File: config.mk
export PLATFORM = sky130hd
export DESIGN_NAME = tfc_features
export DESIGN_NICKNAME = d
export VERILOG_FILES = /design/src/tfc_pkg.sv /design/src/tfc_features.sv /design/src/tfc_toggle_bit.sv
export VERILOG_INCLUDE_DIRS = /design/src
export SDC_FILE = /design/constraint.sdc
export NUM_CORES = 1
export LEC_CHECK = 0
export ABC_AREA = 1
export BUFFER_PORTS_ARGS = -buffer_cell sky130_fd_sc_hd__buf_2
export CAP_MARGIN = 10
export CELL_PAD_IN_SITES_DETAIL_PLACEMENT = 0
export CELL_PAD_IN_SITES_GLOBAL_PLACEMENT = 1
export CORE_MARGIN = 4
export CORE_UTILIZATION = 20
export CTS_CLUSTER_SIZE = 8
export DETAILED_ROUTE_END_ITERATION = 16
export HOLD_SLACK_MARGIN = 0.08
export MAX_ROUTING_LAYER = met4
export PLACE_DENSITY_LB_ADDON = 0.05
export SYNTH_ARGS = -nofsm -noshare
export SYNTH_HDL_FRONTEND = slang
export SYNTH_SLANG_ARGS = --single-unit
File: constraint.sdc
create_clock -name MCLK -period 0.8 [get_ports MCLK]
set_input_delay 0.04 -clock MCLK [delete_from_list [all_inputs] [get_ports MCLK]]
set_output_delay 0.04 -clock MCLK [all_outputs]
set_load 0.05 [all_outputs]
File: src/tfc_cfg.svh
`ifndef TFC_CFG_SVH
`define TFC_CFG_SVH
// word location in the EPC bank (bit address)
`define TFC_CFG_WORD_ADDR    16'h0200
`define TFC_ACT_PAR_ADDR     16'h0202
`define TFC_ACT_PWR_ADDR     16'h0204
`define TFC_PERM_BS_ADDR     16'h0209
`define TFC_PERM_AAF_ADDR    16'h020F
`define TFC_TID_IND_ADDR     8'h14
// field positions inside the word (bit 0 = 200h)
`define TFC_BIT_PAR          2
`define TFC_BIT_PWR          4
`define TFC_BIT_BS           9
`define TFC_BIT_AAF          15
// reset values, fixed handle, select and EPC length constants
`define TFC_RST_BS           1'b1
`define TFC_RST_AAF          1'b0
`define TFC_PAR_HANDLE       16'hAAAA
`define TFC_SEL_LEN          8'h01
`define TFC_SEL_MASK         1'b1
`define TFC_EPC_LEN_96       5'h06
// guard the interrogator keeps after an action select
`define TFC_GUARD_US         80
`define TFC_CLK_MHZ          20
`define TFC_GUARD_CYC        (`TFC_GUARD_US * `TFC_CLK_MHZ)
`endif

File: src/tfc_pkg.sv
package tfc_pkg;
    typedef enum logic [1:0] {
        TFC_UNLOCKED  = 2'h0,
        TFC_LOCKED    = 2'h1,
        TFC_PERMALOCK = 2'h3
    } tfc_lock_e;
    typedef enum logic [1:0] {
        TFC_IDLE = 2'h0,
        TFC_ARM  = 2'h1,
        TFC_OPEN = 2'h3
    } tfc_par_e;
    typedef logic [15:0] tfc_word_t;
endpackage : tfc_pkg

File: src/tfc_features.sv
// Operation
// - 16-bit feature word lives at EPC bank bit address 200h.
// - TID bit 14h reads one, flagging the feature word.
// - permanent bits: max backscatter at 209h, alarm flag at 20Fh.
// - writing one toggles a permanent bit; zero leaves it.
// - a permanent bit reads one while its feature is active.
// - only single WRITE changes them; locked bank needs SECURED.
// - permalocked EPC bank blocks all permanent bit changes.
// - action fires only on pointer 202h/204h, length one, mask 1b.
// - one select triggers at most one action.
// - action select with truncate set is ignored.
// - action select leaves protocol state and flags untouched.
// - actions trigger in any lock state.
// - a triggered action stays active until chip reset.
// - backscatter defaults to maximum; clearing bit reduces it.
// - 96-bit EPC shipped, low part holds 48-bit serial number.
// - after parallel action, next QUERY opens with handle AAAAh.
// - in parallel open state every tag executes shared-handle WRITE.
// - power-check action matches only with enough write power.
`timescale 1ns/1ps
`default_nettype none
`include "tfc_cfg.svh"
module tfc_features
    import tfc_pkg::*;
(
    // clock and reset
    input  wire logic        MCLK,
    input  wire logic        RST,
    // non-volatile image, valid on NV_LOAD
    input  wire logic        NV_LOAD,
    input  wire logic [15:0] NV_WORD,
    input  wire logic [47:0] TAG_SERIAL_NUMBER,
    // bank state from the protocol engine
    input  wire logic [1:0]  EPC_LOCK,
    input  wire logic        SECURED,
    // memory write request
    input  wire logic        WR_REQ,
    input  wire logic        WR_BLOCK,
    input  wire logic [15:0] WR_ADDR,
    input  wire logic [15:0] WR_DATA,
    // memory read of the feature word
    input  wire logic        RD_REQ,
    input  wire logic [15:0] RD_ADDR,
    // select command
    input  wire logic        SEL_REQ,
    input  wire logic [15:0] SEL_PTR,
    input  wire logic [7:0]  SEL_LEN,
    input  wire logic        SEL_MASK,
    input  wire logic        SEL_TRUNC,
    input  wire logic        PWR_OK,
    // query and parallel encoding
    input  wire logic        QUERY_REQ,
    // results
    output var  logic        WR_DONE,
    output var  logic        WR_REJECT,
    output var  logic        RD_VALID,
    output var  logic [15:0] RD_DATA,
    output var  logic        TID_CFG_IND,
    output var  logic        SEL_ACT,
    output var  logic        SEL_MATCH,
    output var  logic        MAX_BACKSCATTER,
    output var  logic        ARTICLE_ALARM_FLAG,
    output var  logic        PAR_ACTIVE,
    output var  logic        PWR_CHECK_ACTIVE,
    output var  logic        PAR_OPEN,
    output var  logic [15:0] PAR_HANDLE,
    output var  logic        PAR_WRITE_ALL,
    output var  logic [95:0] EPC_INIT,
    output var  logic        NV_STORE,
    output var  logic [15:0] NV_WORD_OUT
);
    ////////////////////////////////////////////////////////////////////////
    logic      bs_q;
    logic      aaf_q;
    logic      par_q;
    logic      pwr_q;
    logic      wr_hit;
    logic      wr_ok;
    logic      tog_bs;
    logic      tog_aaf;
    logic      act_ok;
    logic      act_par;
    logic      act_pwr;
    tfc_par_e  par_st;
    tfc_word_t cfg_word;

    // single WRITE only; permalock wins over SECURED
    assign wr_hit = WR_REQ && (WR_ADDR == `TFC_CFG_WORD_ADDR);
    assign wr_ok  = wr_hit && !WR_BLOCK
                 && (EPC_LOCK != TFC_PERMALOCK)
                 && ((EPC_LOCK == TFC_UNLOCKED) || SECURED);
    assign tog_bs  = wr_ok && WR_DATA[`TFC_BIT_BS];
    assign tog_aaf = wr_ok && WR_DATA[`TFC_BIT_AAF];

    tfc_toggle_bit #(.RST_VAL(`TFC_RST_BS)) u_bs
    (
        .MCLK    (MCLK),
        .RST     (RST),
        .nv_load (NV_LOAD),
        .nv_val  (NV_WORD[`TFC_BIT_BS]),
        .toggle  (tog_bs),
        .q       (bs_q)
    );
    tfc_toggle_bit #(.RST_VAL(`TFC_RST_AAF)) u_aaf
    (
        .MCLK    (MCLK),
        .RST     (RST),
        .nv_load (NV_LOAD),
        .nv_val  (NV_WORD[`TFC_BIT_AAF]),
        .toggle  (tog_aaf),
        .q       (aaf_q)
    );

    ////////////////////////////////////////////////////////////////////////
    // exact pointer, length and mask; pointer picks one action only
    assign act_ok  = SEL_REQ && !SEL_TRUNC
                  && (SEL_LEN == `TFC_SEL_LEN)
                  && (SEL_MASK == `TFC_SEL_MASK);
    assign act_par = act_ok && (SEL_PTR == `TFC_ACT_PAR_ADDR);
    assign act_pwr = act_ok && (SEL_PTR == `TFC_ACT_PWR_ADDR);

    // lock state not consulted; only chip reset clears
    always_ff @(posedge MCLK)
    begin
        if (RST)
            par_q <= 1'b0;
        else if (act_par)
            par_q <= 1'b1;
    end
    always_ff @(posedge MCLK)
    begin
        if (RST)
            pwr_q <= 1'b0;
        else if (act_pwr && PWR_OK)
            pwr_q <= 1'b1;
    end

    // select result; no protocol state touched here
    always_ff @(posedge MCLK)
    begin
        if (RST)
        begin
            SEL_ACT   <= 1'b0;
            SEL_MATCH <= 1'b0;
        end
        else
        begin
            SEL_ACT   <= act_par || act_pwr;
            SEL_MATCH <= act_par || (act_pwr && PWR_OK);
        end
    end

    ////////////////////////////////////////////////////////////////////////
    // parallel encoding: query jumps straight to open with fixed handle
    always_ff @(posedge MCLK)
    begin
        if (RST)
            par_st <= TFC_IDLE;
        else
        begin
            case (par_st)
                TFC_IDLE: if (act_par) par_st <= TFC_ARM;
                TFC_ARM:  if (QUERY_REQ) par_st <= TFC_OPEN;
                TFC_OPEN: par_st <= TFC_OPEN;
                default:  par_st <= TFC_IDLE;
            endcase
        end
    end
    always_ff @(posedge MCLK)
    begin
        if (RST)
        begin
            PAR_OPEN      <= 1'b0;
            PAR_HANDLE    <= 16'h0000;
            PAR_WRITE_ALL <= 1'b0;
        end
        else
        begin
            PAR_OPEN      <= (par_st == TFC_OPEN);
            PAR_HANDLE    <= (par_st == TFC_OPEN) ? `TFC_PAR_HANDLE
                                                  : 16'h0000;
            // every tag takes the shared-handle write, no arbitration
            PAR_WRITE_ALL <= (par_st == TFC_OPEN) && WR_REQ
                          && !WR_BLOCK;
        end
    end

    ////////////////////////////////////////////////////////////////////////
    always_comb
    begin
        cfg_word = 16'h0000;
        cfg_word[`TFC_BIT_PAR] = par_q;
        cfg_word[`TFC_BIT_PWR] = pwr_q;
        cfg_word[`TFC_BIT_BS]  = bs_q;
        cfg_word[`TFC_BIT_AAF] = aaf_q;
    end

    always_ff @(posedge MCLK)
    begin
        if (RST)
        begin
            RD_VALID <= 1'b0;
            RD_DATA  <= 16'h0000;
        end
        else
        begin
            RD_VALID <= RD_REQ && (RD_ADDR == `TFC_CFG_WORD_ADDR);
            RD_DATA  <= (RD_REQ && (RD_ADDR == `TFC_CFG_WORD_ADDR))
                      ? cfg_word : 16'h0000;
        end
    end

    always_ff @(posedge MCLK)
    begin
        if (RST)
        begin
            WR_DONE   <= 1'b0;
            WR_REJECT <= 1'b0;
        end
        else
        begin
            WR_DONE   <= wr_ok;
            WR_REJECT <= wr_hit && !wr_ok;
        end
    end

    // store request so the toggled value persists in the NV array
    always_ff @(posedge MCLK)
    begin
        if (RST)
        begin
            NV_STORE    <= 1'b0;
            NV_WORD_OUT <= 16'h0000;
        end
        else
        begin
            NV_STORE    <= (tog_bs || tog_aaf) && !NV_LOAD;
            // carry the toggled bits, not the word before the write
            NV_WORD_OUT               <= cfg_word;
            NV_WORD_OUT[`TFC_BIT_BS]  <= bs_q ^ tog_bs;
            NV_WORD_OUT[`TFC_BIT_AAF] <= aaf_q ^ tog_aaf;
        end
    end

    ////////////////////////////////////////////////////////////////////////
    always_ff @(posedge MCLK)
    begin
        if (RST)
        begin
            TID_CFG_IND        <= 1'b0;
            MAX_BACKSCATTER    <= `TFC_RST_BS;
            ARTICLE_ALARM_FLAG <= `TFC_RST_AAF;
            PAR_ACTIVE         <= 1'b0;
            PWR_CHECK_ACTIVE   <= 1'b0;
            EPC_INIT           <= 96'h0;
        end
        else
        begin
            TID_CFG_IND        <= 1'b1;
            MAX_BACKSCATTER    <= bs_q;
            ARTICLE_ALARM_FLAG <= aaf_q;
            PAR_ACTIVE         <= par_q;
            PWR_CHECK_ACTIVE   <= pwr_q;
            EPC_INIT           <= {48'h0, TAG_SERIAL_NUMBER};
        end
    end

    ////////////////////////////////////////////////////////////////////////
    AST_PERMA_NO_CHANGE: assert property (@(posedge MCLK)
        disable iff (RST)
        (WR_REQ && EPC_LOCK == TFC_PERMALOCK && !NV_LOAD)
        |=> $stable(bs_q) && $stable(aaf_q))
        else $error("permanent bit changed under permalock");
    AST_BLOCK_NO_CHANGE: assert property (@(posedge MCLK)
        disable iff (RST)
        (WR_REQ && WR_BLOCK && !NV_LOAD)
        |=> $stable(bs_q) && $stable(aaf_q))
        else $error("block write changed a permanent bit");
    AST_TOGGLE: assert property (@(posedge MCLK)
        disable iff (RST)
        (tog_bs && !NV_LOAD) |=> bs_q != $past(bs_q))
        else $error("write of one did not toggle");
    AST_TOGGLE_AAF: assert property (@(posedge MCLK)
        disable iff (RST)
        (tog_aaf && !NV_LOAD) |=> aaf_q != $past(aaf_q))
        else $error("write of one did not toggle alarm flag");
    AST_TRUNC_IGNORED: assert property (@(posedge MCLK)
        disable iff (RST)
        (SEL_REQ && SEL_TRUNC) |=> !SEL_ACT)
        else $error("truncated select acted");
    AST_ACTION_STICKY: assert property (@(posedge MCLK)
        disable iff (RST)
        PAR_ACTIVE |=> PAR_ACTIVE)
        else $error("action cleared without reset");
    AST_PWR_STICKY: assert property (@(posedge MCLK)
        disable iff (RST)
        PWR_CHECK_ACTIVE |=> PWR_CHECK_ACTIVE)
        else $error("power check cleared without reset");
    AST_ONE_ACTION: assert property (@(posedge MCLK)
        disable iff (RST)
        !(act_par && act_pwr))
        else $error("two actions in one select");
    AST_PAR_HANDLE: assert property (@(posedge MCLK)
        disable iff (RST)
        (par_st == TFC_ARM && QUERY_REQ) |=> ##1
        (PAR_OPEN && PAR_HANDLE == `TFC_PAR_HANDLE))
        else $error("parallel open handle wrong");
    AST_RSV_ZERO: assert property (@(posedge MCLK)
        disable iff (RST)
        RD_VALID |-> (RD_DATA & 16'h7DEB) == 16'h0000)
        else $error("reserved bit read nonzero");
    AST_PWR_MATCH: assert property (@(posedge MCLK)
        disable iff (RST)
        (act_pwr && !PWR_OK) |=> !SEL_MATCH)
        else $error("power check matched without power");
    AST_NV_IMAGE: assert property (@(posedge MCLK)
        disable iff (RST)
        ((tog_bs || tog_aaf) && !NV_LOAD) |=> NV_STORE
        && NV_WORD_OUT[`TFC_BIT_BS] == bs_q
        && NV_WORD_OUT[`TFC_BIT_AAF] == aaf_q)
        else $error("stored image misses the toggled bits");
endmodule : tfc_features
`default_nettype wire

File: src/tfc_toggle_bit.sv
`timescale 1ns/1ps
`default_nettype none
`include "tfc_cfg.svh"
module tfc_toggle_bit
#(
    parameter logic RST_VAL = 1'b0
)
(
    input  wire logic MCLK,
    input  wire logic RST,
    input  wire logic nv_load,
    input  wire logic nv_val,
    input  wire logic toggle,
    output var  logic q
);
    // reload from non-volatile storage on power-up, else toggle
    always_ff @(posedge MCLK)
    begin
        if (RST)
            q <= RST_VAL;
        else if (nv_load)
            q <= nv_val;
        else if (toggle)
            q <= ~q;
    end
endmodule : tfc_toggle_bit
`default_nettype wire

# Word level (Yosys, flattened, before mapping)
# Cells that the tools add are included.
# totals
elab_cells	80
inputBits	150
out_inout_bits	157
register_bits	163
# classes
reduce_logical	31
muxes	9
n_eq_ne	10
bitwise_logic	5
# op_table
operator	count
$eq A16 B10 Y1 const B	4
$logic_and A1 B1 Y1	17
$mux W16	1
$eq A8 B1 Y1 const B	1
$ne A2 B2 Y1 const B	3
$pmux W2 S3	1
$mux W1	5
$logic_not A1 Y1	4
$logic_not A2 Y1	2
$logic_or A1 B1 Y1	4
$mux W2	2
$reduce_bool A2 Y1	2
$not A1 Y1	3
$eq A2 B1 Y1 const B	1
$eq A2 B2 Y1 const B	1
$reduce_and A2 Y1	1
$reduce_or A2 Y1	1
$xor A1 B1 Y1	2

# Longest topological paths before layout
# Gate-level depths: netlist of run 1.
# logic_depth
word_depth	8
ltp_mapped	10

# Cells and area by module
# From an unflattened synthesis of run 1, not the netlist that was laid out.
# hier_totals
cells_unflattened	409
area_unflattened_um2	3165.5
# by_module_without_submodules
mod	area_per_inst_um2	cells_per_inst	seq_area_each_um2	instances
tfc_features	3057.9	391	1421.4	1
tfc_toggle_bit (u_aaf)	55.1	9	20.0	1
tfc_toggle_bit (u_bs)	52.6	9	20.0	1

# Worst setup path after synthesis of run 1
# No wires, ideal clock.
# synth_timing
path_kind	reg2out
startpoint	register PAR_HANDLE[13] (netlist name)
endpoint	output PAR_HANDLE[11]
arrival_time_ns	1.033
setup_slack_ns	-0.273
path_buffers	1
path_stages_with_launch	2
path_cell_list	dfxtp_1 -> buf_4
# synth_rtl
item	line_no	rtl
end: declaration	tfc_features.sv:66	output var logic [15:0] PAR_HANDLE,

==> results of run 1 <==
==> area by class of cell <==
cell class,instances,area [µm²],area share (%)
well taps,184,230,4.05
repair buffers,263,2360,41.5
clock buffers,11,253,4.44
flip-flops and latches,73,1560,27.3
clock inverters,5,61.3,1.08
inverters,66,248,4.35
multi-input cells,222,983,17.3
==> cells in the mapped netlist, drive strengths merged <==
master / n
nand3: 7
clkbuf: 4
inv: 66
conb: 1
o2111ai: 1
buf: 92
a21oi: 4
nor3: 7
nor2: 80
or2: 2
dfxtp: 73
nand3b: 2
nand4: 3
o21ai: 2
nand2: 28
nor4: 6
==> power by group through the flow <==
stage / Combinational [mW] / Sequential [mW] / Clock, mW
5_1_grt: 2.75 / 3.92 / 4.48
3_3_place_gp: 2.09 / 3.90 / 0
2_1_floorplan: 1.34 / 4.41 / 0
3_5_place_dp: 2.09 / 3.90 / 0
6_report: 2.61 / 3.90 / 4.17
4_1_cts: 2.58 / 3.91 / 4.35
==> per-layer routing <==
metal | vias up | global-route usage [%] | part of all wire [%]
li1 | 1461 | - | -
met1 | 1236 | 11.8 | 40
met2 | 157 | 18.9 | 51
met3 | 8 | 3.67 | 8.2
met4 | 0 | 4.73 | 1.1
met5 | - | - | 0
==> state kept, by name (all words and copies together) (netlist names), 2 cells and up <==
name         count
NV_WORD_OUT      4
par_st           2
EPC_INIT        48
RD_DATA          4
==> path summary, 6_finish.rpt <==
path | startpoint | endpoint | slack, ns | depth (start not counted)
worst max register to register | u_aaf.q | u_aaf.q | 0.01 | 5
worst max-delay path | PAR_HANDLE[13] | PAR_HANDLE[11] | -0.16 | 1
worst min-delay path | WR_BLOCK | PAR_WRITE_ALL | -0.07 | 2
worst min register to register | pwr_q | RD_DATA[4] | 0.43 | 2
==> per-stage QoR <==
stage               hold slack [ns]  setup TNS (ns)
floorplan                     0.112         -0.0990
CTS                         -0.0885           -6.22
global route                -0.0713           -7.08
global placement              0.241           -8.95
finish                      -0.0708           -4.50
detailed placement            0.246           -9.15
==> cells by family (layout without fill, tap and decap cells) <==
family          Yosys count  count (layout)  synth area share [%]
compound gates            7               7                  1.27
buf+inv                 162             345                  31.2
flops                    73              73                  47.9
other cells               1              80                 0.123
simple gates            135             135                  19.5
==> repair_timing <==
| item | in CTS | in global routing |
|---|---|---|
| resized for setup | 271 | 29 |
| hold endpoints to repair | 61 | 4 |
| hold buffers | 56 | 1 |
| setup buffers | 0 | 2 |
| endpoints found under the setup margin | 77 | 92 |
| pin swaps | 0 | 19 |
==> results.md, run 1 <==
* GRT Util Overall at between 10% and 20%
* Antenna-violating nets left at 0
* Startpoint types: register
* P&R area growth vs syn at 86.5%
* Fmax at approximately 1000 MHz
* Net Sw Frac at roughly a third
* CTS root buffer: clkbuf_16
* H-tree depth at 3
* Total core area at 14,800 µm²
* Initial Util at between 20% and 30%
* Min cycle time layout at approximately 0.96 ns
* Clk pwr share at around two fifths
* CP Buf/Inv Count at 1
* Synthesized flop and latch total at 73
* Max VDD drop at approximately 0.0011 V
* Placement Cell Area at 3950 µm²
* Final Core Density at 38.6%
* Most frequent cells in the layout: buf_2 (115), conb_1 (80), nor2_1 (72), buf_8 (67), dfxtp_2 (66)
* Final Hold Fails at 2
* Detailed Route Iter0 Violations at roughly 120
* Max_cap viols at 0
* Via-to-Cell Ratio at 3.47
* Net Switching at ~3.4 mW
* CTS tree: done
* Final Instance Area at about 5700 µm²
* Flop pwr share at 36.5%
* Pleak at 2.96 nW
* I/O pins at around 310
* Pins Over Slew Limit at 0
* Comb pwr share at between 20% and 30%
* Mapped Area at 3050 µm²
* Slowest cell on crit path: dfxtp_4
* Port Buffers at just under 200
* Top cell type's share of synthesized area at 47.9%
* Total power at 10.7 mW
* Worst-path clk slew at around 0.06 ns
* Synth cell types at 23
* Die H at 132 µm
* Share of layout cells above drive strength 1 at a little under 50%
* CP Data Required Time at 0.76 ns
* Final setup violation count at 77
* Outcome: finished with violations
* Yosys warning count at 0
* Critical Path Sink Type: primary output
* # rows at 44
* Post-synthesis sequential area ratio at between 40 and 50%
* Max incr delay on CP at roughly 0.38 ns
* Bufs on Longest Clock Path at 2
* Avg Cell Area, Syn at 8.07 µm²
* Drt wl/cell at 11.8 µm
* Die ar. at ~17,000 µm²
* Hold Crit Class: in2reg
* 1st-pass router iterations at 4
* Die X at around 130 µm
* Largest area contributor in the netlist: dfxtp_1
* Internal Pwr Total at about 7.3 mW
* Residual DRC at 0
* Worst Path Max Fanout at 9
* Inst Count DP at about 750
* Fin crit share at 120%
* Post-route setup slack at -0.158 ns
* Clock skew at 0.00108 ns
* Leading post-synthesis cells by cell area: dfxtp_1 (48%), buf_4 (22%), nor2_1 (9.5%)
* Nets at about 800
* First-pass GRT wire length at ~15,000 µm
* Top delay family on crit path: flip-flops
* Initial antenna violation count at 0
* CP cell instances: buf_4
* Finished Layout Cells at a little over 800
* Vias at ~2,900
* GPL Wtd Cong at between 0.7 and 0.8
* Vias in the first global route at roughly 2,900
* Post-DP HPWL at approximately 7600 µm
* Post-Route WL at about 9700 µm
* Worst slack, placed at -0.302 ns
* Critical path type: reg2out
* PwrDens at 1880 nW/µm²
* Crit path DAT at roughly 0.9 ns
* Worst Hold Margin at -0.0708 ns
* Most common cell after layout, fill and taps aside: buf_2
* Failing checks: negative hold slack, negative setup slack
* Fillers at roughly 1,500
* Ant diodes at 0
* Worst-skew pair later-pin latency at approximately 0.33 ns
* RSZ-0062 raised after global routing: true
* CTS buffer count at 9
* Grt ovf at 0
* Cells after Synth at approximately 380
* Largest net degree at the start of global routing at 46
* Clock sinks at between 70 and 80
Note: power is estimated with default switching activity, not from simulation.
==> run 2: changes to the inputs <==
--- a/config.mk
+++ b/config.mk
@@ -13,11 +13,13 @@
 export CELL_PAD_IN_SITES_GLOBAL_PLACEMENT = 1
 export CORE_MARGIN = 4
 export CORE_UTILIZATION = 20
+export CTS_CLUSTER_DIAMETER = 100
 export CTS_CLUSTER_SIZE = 8
 export DETAILED_ROUTE_END_ITERATION = 16
 export HOLD_SLACK_MARGIN = 0.08
 export MAX_ROUTING_LAYER = met4
 export PLACE_DENSITY_LB_ADDON = 0.05
+export SETUP_SLACK_MARGIN = 0.3
 export SYNTH_ARGS = -nofsm -noshare
 export SYNTH_HDL_FRONTEND = slang
 export SYNTH_SLANG_ARGS = --single-unit
==> results.md, run 2 (synthesis gave the netlist of run 1 again) <==
* Outcome: finished with violations
* Failing checks: negative hold slack, negative setup slack
* Die X at 132 µm (unchanged)
* Worst-skew pair later-pin latency at 0.33 ns (about the same)
* Setup TNS at -4.34 ns (+0.153 ns)
* Grt ovf at 0 (unchanged)
* Most common cell after layout, fill and taps aside: buf_2
* RSZ-0062 raised after global routing: true
* Finished Layout Cells at 775 (-5.9%)
* Crit path DAT at 0.93 ns (about the same)
* CTS tree: done
* Share of layout cells above drive strength 1 at 62.1% (+13 points)
* Drt wl/cell at 12.4 µm (+5.0%)
* Critical path type: reg2out
* PwrDens at 1880 nW/µm² (+0.30%)
* I/O pins at 307 (unchanged)
* Bufs on Longest Clock Path at 2 (unchanged)
* Hold Crit Class: in2reg
* Die ar. at 17,300 µm² (unchanged)
* Worst Path Max Fanout at 9 (unchanged)
* Critical Path Sink Type: primary output
* 1st-pass router iterations at 4 (unchanged)
* Largest net degree at the start of global routing at 40 (-13%)
* Vias at 2,752 (-3.8%)
* Worst-path clk slew at 0.06 ns (about the same)
* GPL Wtd Cong at 0.726 (+1.4%)
* Worst Hold Margin at -0.0985 ns (-0.0278 ns)
* Die H at 132 µm (unchanged)
* Port Buffers at 198 (unchanged)
* GRT Util Overall at 11.0% (-0.15 points)
* Pins Over Slew Limit at 0 (unchanged)
* Fmax at 1040 MHz (-0.88%)
* Nets at 736 (-6.2%)
* CP Data Required Time at 0.76 ns (about the same)
* Final Hold Fails at 55 (+53)
* Register with the most flip-flops: EPC_INIT
* Flip-flop count of the largest register after layout at 48 (unchanged)
* Final setup violation count at 77 (unchanged)
* CP cell instances: buf_4
* Max_cap viols at 0 (unchanged)
* Antenna-violating nets left at 0 (unchanged)
* Clock sinks at 73 (unchanged)
* Slowest cell on crit path: dfxtp_4
* Residual DRC at 0 (unchanged)
* P&R area growth vs syn at 84.9%
* Via-to-Cell Ratio at 3.55 (+2.2%)
* Worst slack, placed at -0.286 ns (+0.0162 ns)
* Detailed Route Iter0 Violations at 72 (-38%)
* Most frequent cells in the layout: buf_2 (100), conb_1 (80), dfxtp_2 (69), buf_8 (69)
* CTS root buffer: clkbuf_16
* Post-DP HPWL at 7620 µm (+0.85%)
* CP Buf/Inv Count at 1 (unchanged)
* Fin crit share at 121% (+1.1 points)
* Initial antenna violation count at 0 (unchanged)
* First-pass GRT wire length at 14,400 µm (-2.7%)
* Min cycle time layout at 0.966 ns (+0.00848 ns)
* Initial Util at 20.7% (unchanged)
* Inst Count DP at 755 (+0.53%)
* Top delay family on crit path: flip-flops
* Startpoint types: register
* Pleak at 2.85 nW (-3.8%)
* H-tree depth at 3 (unchanged)
* Ant diodes at 0 (unchanged)
* # rows at 44 (unchanged)
* Post-Route WL at 9610 µm (-1.2%)
* Post-route setup slack at -0.166 ns (-0.00848 ns)
* CTS buffer count at 9 (unchanged)
* Top Registers: EPC_INIT (48), NV_WORD_OUT (4), RD_DATA (4)
* Max incr delay on CP at 0.39 ns (about the same)
* Clock skew at 0.00656 ns (+0.00548 ns)
* Total core area at 14,800 µm² (unchanged)
* Max VDD drop at 0.00102 V (-4.0%)
* Vias in the first global route at 2,701 (-5.3%)
==> run 2: cell count changes in the layout (fill, tap and decap cells not counted), sizes merged <==
cell / change
dlymetal6s4s: -2
clkbuf: +4
dlygate4sd3: -55
clkinvlp: -1
inv: -2
buf: +7
==> run 2: routing by layer <==
metal | GRT usage [%] | vias up | wire, µm
met4 | 2.80 | 0 | 54
met2 | 19.2 | 168 | 5100
met1 | 11.3 | 1216 | 3520
met3 | 4.74 | 8 | 935
li1 | - | 1360 | -
met5 | - | - | 0
==> run 2: where the power goes <==
part / total (mW) / internal [mW] / switching [mW]
Clock: 4.11 / 2.67 / 1.45
Combinational: 2.60 / 0.829 / 1.77
Sequential: 3.91 / 3.81 / 0.0957
Total: 10.6 / 7.30 / 3.32
==> run 2: layout make-up <==
type | instances | area [µm²]
Clock buffer | 14 | 274
Clock inverter | 2 | 35.0
Fill cell | 1518 | 9110
Inverter | 66 | 255
Multi-Input combinational cell | 222 | 1280
Sequential cell | 73 | 1560
Tap cell | 184 | 230
Timing Repair Buffer | 214 | 2000
==> run 2: through the flow <==
stage          hold slack [ns]  area (µm²)  power [mW]  util (%)
2_1_floorplan            0.104        3580        5.79         -
3_3_place_gp             0.242        4130        6.05      28.0
3_5_place_dp             0.245        4130        6.05      28.0
4_1_cts                 -0.116        5270        10.6      35.7
5_1_grt                 -0.108        5640        11.1      38.2
6_report               -0.0985        5640        10.6      38.2
==> run 2: worst paths after layout <==
| check | from | end | slack, ns | depth (start not counted) |
|---|---|---|---|---|
| worst max-delay path | PAR_HANDLE[13] | PAR_HANDLE[11] | -0.17 | 1 |
| worst min register to register | pwr_q | NV_WORD_OUT[4] | 0.46 | 2 |
| worst max register to register | u_bs.q | u_bs.q | 0.04 | 5 |
| worst min-delay path | NV_LOAD | NV_STORE | -0.1 | 2 |
==> run 2: timing repair <==
| item | 4_1_cts | 5_1_grt |
|---|---|---|
| setup buffers | 1 | 2 |
| gates resized for setup | 248 | 73 |
| endpoints found under the setup margin | 101 | 140 |
| cloned | 0 | 1 |
| pin swaps | 16 | 29 |
| endpoints found under the hold margin | 61 | 60 |
